===== src/idio_pkg.sv =====
package idio_pkg;
  // ****************************************
  // register offsets within the byte window
  // ****************************************
  localparam logic [2:0] OFF_IN_LOW = 3'h0;
  localparam logic [2:0] OFF_IN_HIGH = 3'h1;
  localparam logic [2:0] OFF_LATCH_CTRL = 3'h3;
  localparam logic [2:0] OFF_RELAY_LOW = 3'h4;
  localparam logic [2:0] OFF_RELAY_HIGH = 3'h5;
  // ****************************************
  // latching control fields and resets
  // ****************************************
  localparam int LC_LATCH_EN_BIT = 0;
  localparam int LC_NOTIFY_EN_BIT = 1;
  localparam int LC_EDGE_FALL_BIT = 2;
  localparam int LC_REQ_BIT = 7;
  localparam logic [7:0] LC_WR_MASK = 8'h07;
  localparam logic [7:0] LC_RESET = 8'h00;
  localparam logic [7:0] RELAY_RESET = 8'h00;
  localparam logic [7:0] READ_ZERO = 8'h00;
  localparam int PORT_BITS = 8;
endpackage
`default_nettype wire


===== src/idio_sync.sv =====
`timescale 1ns/10ps
`default_nettype none
// ****************************************
// two-flop synchroniser, one per bit
// ****************************************
module idio_sync #(
  parameter int WIDTH = 1
) (
  input wire logic clk_sys,
  input wire logic arst_n,
  input wire logic [WIDTH-1:0] async_in,
  output logic [WIDTH-1:0] sync_out
);
  logic [WIDTH-1:0] meta_q;
  logic [WIDTH-1:0] meta_d;
  logic [WIDTH-1:0] sync_q;
  logic [WIDTH-1:0] sync_d;

  always_comb begin
    meta_d = async_in;
    sync_d = meta_q;
  end

  always_ff @(posedge clk_sys or negedge arst_n) begin
    if (!arst_n) begin
      meta_q <= '0;
      sync_q <= '0;
    end else begin
      meta_q <= meta_d;
      sync_q <= sync_d;
    end
  end

  assign sync_out = sync_q;
endmodule // idio_sync
`default_nettype wire


===== src/idio_port.sv =====
`timescale 1ns/10ps
`default_nettype none
// Notes on behaviour
// - base variant has eight inputs and eight relay outputs, one bit each.
// - offset 0 reads live input state, or captured state in latch mode; writes there do nothing.
// - wide variant reads inputs 0-7 at offset 0, inputs 8-15 at 1.
// - relay bytes read/write at offset 4, and 5 on wide variant.
// - latching control at offset 3 is readable and writable.
// - latch mode: active trigger edge captures inputs; port reads return them.
// - notify mode: trigger edge raises host interrupt request.
// - wide variant: each connector carries one input and one output byte.
module idio_port #(
  parameter int WIDE = 0
) (
  input wire logic clk_sys,
  input wire logic arst_n,
  input wire logic [2:0] reg_addr,
  input wire logic reg_wr,
  input wire logic reg_rd,
  input wire logic [7:0] reg_wdata,
  output logic [7:0] reg_rdata,
  input wire logic [7:0] in_lines_low,
  input wire logic [7:0] in_lines_high,
  input wire logic ext_trigger,
  output logic [7:0] relay_low,
  output logic [7:0] relay_high,
  output logic host_irq
);
  // ****************************************
  // input synchronisers
  // ****************************************
  logic [16:0] raw_in;
  logic [16:0] sync_in;
  logic [7:0] live_low;
  logic [7:0] live_high;
  logic trig_s;

  assign raw_in = {ext_trigger, in_lines_high, in_lines_low};

  idio_sync #(.WIDTH(17)) u_sync (
    .clk_sys(clk_sys),
    .arst_n(arst_n),
    .async_in(raw_in),
    .sync_out(sync_in)
  );

  assign live_low = sync_in[7:0];
  assign live_high = (WIDE != 0) ? sync_in[15:8] : 8'h00;
  assign trig_s = sync_in[16];

  // ****************************************
  // register state
  // ****************************************
  logic [7:0] ctrl_q, ctrl_d;
  logic [7:0] relay_low_q, relay_low_d;
  logic [7:0] relay_high_q, relay_high_d;
  logic [7:0] hold_low_q, hold_low_d;
  logic [7:0] hold_high_q, hold_high_d;
  logic trig_prev_q, trig_prev_d;
  logic req_q, req_d;
  logic [7:0] rdata_q, rdata_d;
  logic edge_hit;
  logic latch_en;
  logic notify_en;
  logic [7:0] rd_val;

  assign latch_en = ctrl_q[idio_pkg::LC_LATCH_EN_BIT];
  assign notify_en = ctrl_q[idio_pkg::LC_NOTIFY_EN_BIT];

  // selected active edge of the trigger
  always_comb begin
    if (ctrl_q[idio_pkg::LC_EDGE_FALL_BIT]) begin
      edge_hit = trig_prev_q && !trig_s;
    end else begin
      edge_hit = !trig_prev_q && trig_s;
    end
  end

  // ****************************************
  // read mux
  // ****************************************
  always_comb begin
    rd_val = idio_pkg::READ_ZERO;
    if (reg_addr == idio_pkg::OFF_IN_LOW) begin
      rd_val = latch_en ? hold_low_q : live_low;
    end else if (reg_addr == idio_pkg::OFF_IN_HIGH && WIDE != 0) begin
      rd_val = latch_en ? hold_high_q : live_high;
    end else if (reg_addr == idio_pkg::OFF_LATCH_CTRL) begin
      rd_val = ctrl_q;
      rd_val[idio_pkg::LC_REQ_BIT] = req_q;
    end else if (reg_addr == idio_pkg::OFF_RELAY_LOW) begin
      rd_val = relay_low_q;
    end else if (reg_addr == idio_pkg::OFF_RELAY_HIGH && WIDE != 0) begin
      rd_val = relay_high_q;
    end
  end

  // ****************************************
  // next-state logic
  // ****************************************
  always_comb begin
    ctrl_d = ctrl_q;
    relay_low_d = relay_low_q;
    relay_high_d = relay_high_q;
    hold_low_d = hold_low_q;
    hold_high_d = hold_high_q;
    trig_prev_d = trig_s;
    req_d = req_q;
    rdata_d = rdata_q;
    if (reg_rd) begin
      rdata_d = rd_val;
    end
    if (reg_wr) begin
      if (reg_addr == idio_pkg::OFF_LATCH_CTRL) begin
        ctrl_d = reg_wdata & idio_pkg::LC_WR_MASK;
        if (reg_wdata[idio_pkg::LC_REQ_BIT]) begin
          req_d = 1'b0;
        end
      end else if (reg_addr == idio_pkg::OFF_RELAY_LOW) begin
        relay_low_d = reg_wdata;
      end else if (reg_addr == idio_pkg::OFF_RELAY_HIGH && WIDE != 0) begin
        relay_high_d = reg_wdata;
      end
    end
    if (edge_hit && latch_en) begin
      hold_low_d = live_low;
      hold_high_d = live_high;
    end
    if (edge_hit && notify_en) begin
      req_d = 1'b1;
    end
  end

  always_ff @(posedge clk_sys or negedge arst_n) begin
    if (!arst_n) begin
      ctrl_q <= idio_pkg::LC_RESET;
      relay_low_q <= idio_pkg::RELAY_RESET;
      relay_high_q <= idio_pkg::RELAY_RESET;
      hold_low_q <= 8'h00;
      hold_high_q <= 8'h00;
      trig_prev_q <= 1'b0;
      req_q <= 1'b0;
      rdata_q <= 8'h00;
    end else begin
      ctrl_q <= ctrl_d;
      relay_low_q <= relay_low_d;
      relay_high_q <= relay_high_d;
      hold_low_q <= hold_low_d;
      hold_high_q <= hold_high_d;
      trig_prev_q <= trig_prev_d;
      req_q <= req_d;
      rdata_q <= rdata_d;
    end
  end

  // ****************************************
  // outputs
  // ****************************************
  assign relay_low = relay_low_q;
  assign relay_high = relay_high_q;
  assign host_irq = req_q;
  assign reg_rdata = rdata_q;
endmodule // idio_port
`default_nettype wire


===== config.mk =====
export PLATFORM = sky130hd
export DESIGN_NAME = idio_port
export DESIGN_NICKNAME = d
export VERILOG_FILES = /design/src/idio_pkg.sv /design/src/idio_sync.sv /design/src/idio_port.sv
export SDC_FILE = /design/constraint.sdc
export NUM_CORES = 1
export LEC_CHECK = 0
export BUFFER_PORTS_ARGS = -buffer_cell sky130_fd_sc_hd__buf_2
export CORE_ASPECT_RATIO = 1.2
export CORE_UTILIZATION = 50
export CTS_BUF_LIST = sky130_fd_sc_hd__clkbuf_8
export CTS_CLUSTER_SIZE = 20
export DETAILED_ROUTE_END_ITERATION = 12
export GPL_TIMING_DRIVEN = 0
export PLACE_DENSITY = 0.76
export REMOVE_ABC_BUFFERS = 1
export SYNTH_ARGS = -nofsm -noshare
export SYNTH_HDL_FRONTEND = slang
export SYNTH_HIERARCHICAL = 1
export SYNTH_SLANG_ARGS = --single-unit

===== constraint.sdc =====
create_clock -name clk_sys -period 1.8 [get_ports clk_sys]
set_input_delay 0.18 -clock clk_sys [delete_from_list [all_inputs] [get_ports clk_sys]]
set_output_delay 0.18 -clock clk_sys [all_outputs]
set_load 0.05 [all_outputs]

# After elaboration in Yosys (flattened, before gate mapping)
# Cells that the tools add are included.
# totals
reg_bits	63
latchBits	0
mem_bits_rw	0
mem_bits_ro	0
inputBits	32
out_inout_bits	25
elab_cells	33
memories	0
# op_classes
add_sub_neg	0
multipliers	0
n_div	0
magnitude_cmp	0
n_eq_ne	2
shift	0
muxes	9
bitwise_logic	1
n_reduce_logical	13
# op_table
cell	n
$mux W8	4
$reduce_and A3 Y1	2
$reduce_bool A2 Y1	3
$mux W1	5
$logic_and A1 B1 Y1	4
$eq A3 B2 Y1 const B	1
$eq A3 B3 Y1 const B	1
$logic_not A3 Y1	1
$logic_not A1 Y1	2
$reduce_and A2 Y1	1
$not A1 Y1	1

# Longest topological paths before layout
# logic_depth
depth_word	6
mapped_depth	4
mapped_depth_nobuf	3

# Hierarchy
# The synthesis kept the hierarchy.
# by_module_without_submodules
mod	instances	cells_each	area_each_um2	seq_area_each_um2
idio_port	1	115	1428.9	725.7
idio_sync	1	34	850.8	850.8

# Least setup slack after synthesis
# Ideal clock, no wire load.
# synth_timing
path_kind	register -> register
startpoint	reg ctrl_q[2]
endpoint	reg hold_low_q[0]
setup_ns	0.125
arrival_ns	1.170
required_time_ns	1.675
slack_ns	0.505
stages_incl_launch_ff	4
n_path_buf	0
synth_period_minus_slack_ns	1.295
cell_sequence	dfrtp_1 -> and3b_1 -> o21ai_4 -> mux2_2
# synth_via
elab_chain_cells	2
# synth_lines
item	line	text
from (decl)	idio_port.sv:54	logic [7:0] ctrl_q, ctrl_d;
from (signal assigned)	idio_port.sv:136	ctrl_q <= idio_pkg::LC_RESET;
from (signal assigned)	idio_port.sv:145	ctrl_q <= ctrl_d;
$mux W1	idio_port.sv:72	if (ctrl_q[idio_pkg::LC_EDGE_FALL_BIT]) begin
$logic_and A1 B1 Y1	idio_port.sv:125	if (edge_hit && latch_en) begin
to (signal assigned)	idio_port.sv:148	hold_low_q <= hold_low_d;
to (decl)	idio_port.sv:57	logic [7:0] hold_low_q, hold_low_d;
# Every way passes these cells.
# A chain may end at the register's enable or synchronous reset.

# Worst setup path in the final report
# layout_timing
startpoint	reg ctrl_q[0]
endpoint	reg rdata_q[4], in the netlist reg_rdata[4]
# layout_via
elab_chain_cells	2
# layout_lines
item	line	text
$mux W8	idio_port.sv:85	rd_val = latch_en ? hold_low_q : live_low;
$mux W8	idio_port.sv:84	if (reg_addr == idio_pkg::OFF_IN_LOW) begin
to (signal assigned)	idio_port.sv:152	rdata_q <= rdata_d;
to (decl)	idio_port.sv:61	logic [7:0] rdata_q, rdata_d;
# Every way passes these cells.

==> results.rst <==
.. list-table::
   :header-rows: 1

   * - Metric
     - Value
   * - # Max-Cap Violations
     - 0
   * - Overall power of the completed layout
     - 2.71 mW
   * - CP endpoint kind
     - flip-flop
   * - Via count of the first global-routing pass
     - 1151
   * - Number of nets still failing antenna checks after routing
     - 0
   * - Smallest setup slack after layout
     - 327 ps
   * - Unrepaired setup endpoints after global routing
     - false
   * - Number of antenna cells inserted
     - 0
   * - Number of antenna violations at the first check in global routing
     - 0
   * - Run status
     - finished, violations left
   * - Startpoint type of the worst setup path
     - flip-flop
   * - Estimated wirelength of the detail-placed design
     - 2.28 mm
   * - Violations in the final reports
     - DRC
   * - Drt initial violations
     - 21
   * - Cell area power density
     - 1210 nW/um^2
   * - Dpl cell area
     - 2060 sq um
   * - Placeable core region
     - 3600 sq um
   * - Routed via count
     - 1144
   * - Global placer's final weighted congestion
     - 0.754
   * - Skew-Pair Late Insertion Delay
     - 300 ps
   * - Layout Utilization
     - 62.0%
   * - Yosys warnings
     - 6
   * - Path category of the worst min-delay check
     - input pin to async pin
   * - CTS clk-pin slew, worst paths
     - 80 ps
   * - Port buffer count
     - 40
   * - Crit path DAT
     - 1640 ps
   * - Clk sink count
     - 47
   * - Die span in x
     - 58.0 microns
   * - Worst vdd rail ir drop
     - 0.000652 V
   * - CTS tree
     - built
   * - Smallest hold slack
     - 41.4 ps
   * - Minimum period implied by the final worst setup slack
     - 1470 ps
   * - Post-route cell area
     - 2240 sq um
   * - Leakage
     - 1.04 nW
   * - Global-route wire length before repair
     - 5.46 mm
   * - Max Transition Viols Final
     - 0
   * - Number of buffers inserted to repair setup after CTS
     - 0
   * - Final Instance Count excl. Fillers
     - 222
   * - TritonCTS Buffers
     - 5
   * - Final Hold Viols
     - 0
   * - Post-synth design cell area
     - 1880 sq um
   * - Transition time at the pin with the least slew margin
     - 992 ps
   * - Largest net degree at the start of global routing
     - 48
   * - Kind of critical path
     - flip-flop to flip-flop
   * - Chip height
     - 69.2 microns
   * - Post-route clock skew
     - 6.28 ps
   * - Layout fillers
     - 285
   * - DRC violation count after routing
     - 2
   * - Req. time, crit path
     - 1960 ps
   * - Instance count of the mapped netlist
     - 133
   * - Post-cts sizing count
     - 0
   * - Total Neg Setup Slack
     - 0 ps
   * - Max Fanout on Critical Path
     - 11
   * - Area growth, synth to finish
     - 19.0%
   * - Maximum buffer depth of the clock tree
     - 2
   * - TritonRoute pass-1 iters
     - 10
   * - Routed wirelength normalized by instance count
     - 14.6 microns
   * - Area of the die
     - 4010 sq um
   * - Post-layout nets
     - 215
   * - Total I/O pin count
     - 57
   * - Via count normalized by instance count
     - 5.15
   * - GRT Residual Overflow
     - 0
   * - Total Routed Length
     - 3.23 mm
   * - Average size of a mapped cell
     - 14.1 sq um
   * - Cell at the root of the clock tree
     - clkbuf_8
   * - Final Setup Violations
     - 0
   * - Pre-CTS worst setup slack
     - 302 ps
   * - Dpl cells
     - 206
   * - Overall global routing resource usage
     - 18.6%
   * - Highest Clock Rate
     - 679 MHz
   * - Count of H-tree levels built during CTS
     - 2
   * - Fraction of final layout cells sized beyond drive strength 1
     - 43.7%
   * - Initial core utilization
     - 52.2%
   * - Portion of the clock cycle consumed by the worst path in the final layout
     - 81.8%
   * - Std cell rows
     - 24
   * - Max_slew headroom
     - 33.9%
-- report_power, final --
part,switching [mW],leakage [nW],internal [mW]
logic,0.436,0.437,0.282
clock network,0.314,0.0470,0.301
registers,0.129,0.561,1.25
total,0.879,1.04,1.83
-- state kept, by name (all words and copies together), names as in the netlist --
name and count:
reg_rdata 8, relay_low 8, u_sync/sync_out 9, trig_prev_q 1
ctrl_q 3, hold_low_q 8, u_sync/meta_q 9, host_irq 1
-- worst max-delay path, cell delays in order, from the launching register on --
cell and delay (ps):
dfrtp_1 660, mux2_2 390, o2111ai_1 160, o21ai_0 130
-- repair_timing --
action / CTS / global route
hold endpoints to repair: 9 / 0
hold buffers: 9 / 0
setup endpoints to repair: 0 / 0
-- layer usage --
layer	vias to the layer above	GRT usage [%]	part of all wire [%]
li1	551	-	-
met1	552	24.2	43
met2	35	28.5	51
met3	6	5.63	4.4
met4	0	8.73	2.1
met5	-	0	0
-- cells in the final DEF (no fill, tap or decap) --
master,count
o21ai_0,10
or4b_4,1
o21ai_4,1
and3b_2,1
clkinv_2,1
a31oi_1,4
buf_2,40
nor2_4,1
mux2_2,27
or2b_1,4
o2111ai_1,4
dfrtp_1,47
and3_1,1
clkbuf_8,6
and3_4,1
nor3b_2,1
o22ai_1,4
and3b_1,1
nand4_1,1
inv_1,6
nand2_1,4
dlygate4sd3_1,9
conb_1,8
-- area by class of cell --
type,instances,area (sq um),area share (%)
inverter,6,22.5,1.01
clock buffer,6,82.6,3.69
clock inverter,1,5.00,0.224
multi-input combinational,74,611,27.3
tap,39,48.8,2.18
timing repair buffer,49,290,13.0
sequential,47,1180,52.6
-- worst paths after layout --
path / from / depth (start not counted) / slack (ps) / endpoint
setup reg to reg: ctrl_q[0] / 3 / 330 / reg_rdata[4]
hold / removal: arst_n / 1 / 40 / relay_low[6]
hold reg to reg: u_sync/meta_q[6] / 0 / 350 / u_sync/sync_out[6]
min in group clk_sys: reg_wdata[6] / 2 / 110 / relay_low[6]
max in group asynchronous: arst_n / 1 / 1140 / reg_rdata[2]
setup / recovery: ctrl_q[0] / 3 / 330 / reg_rdata[4]
Power figures use the tool's default switching activity.
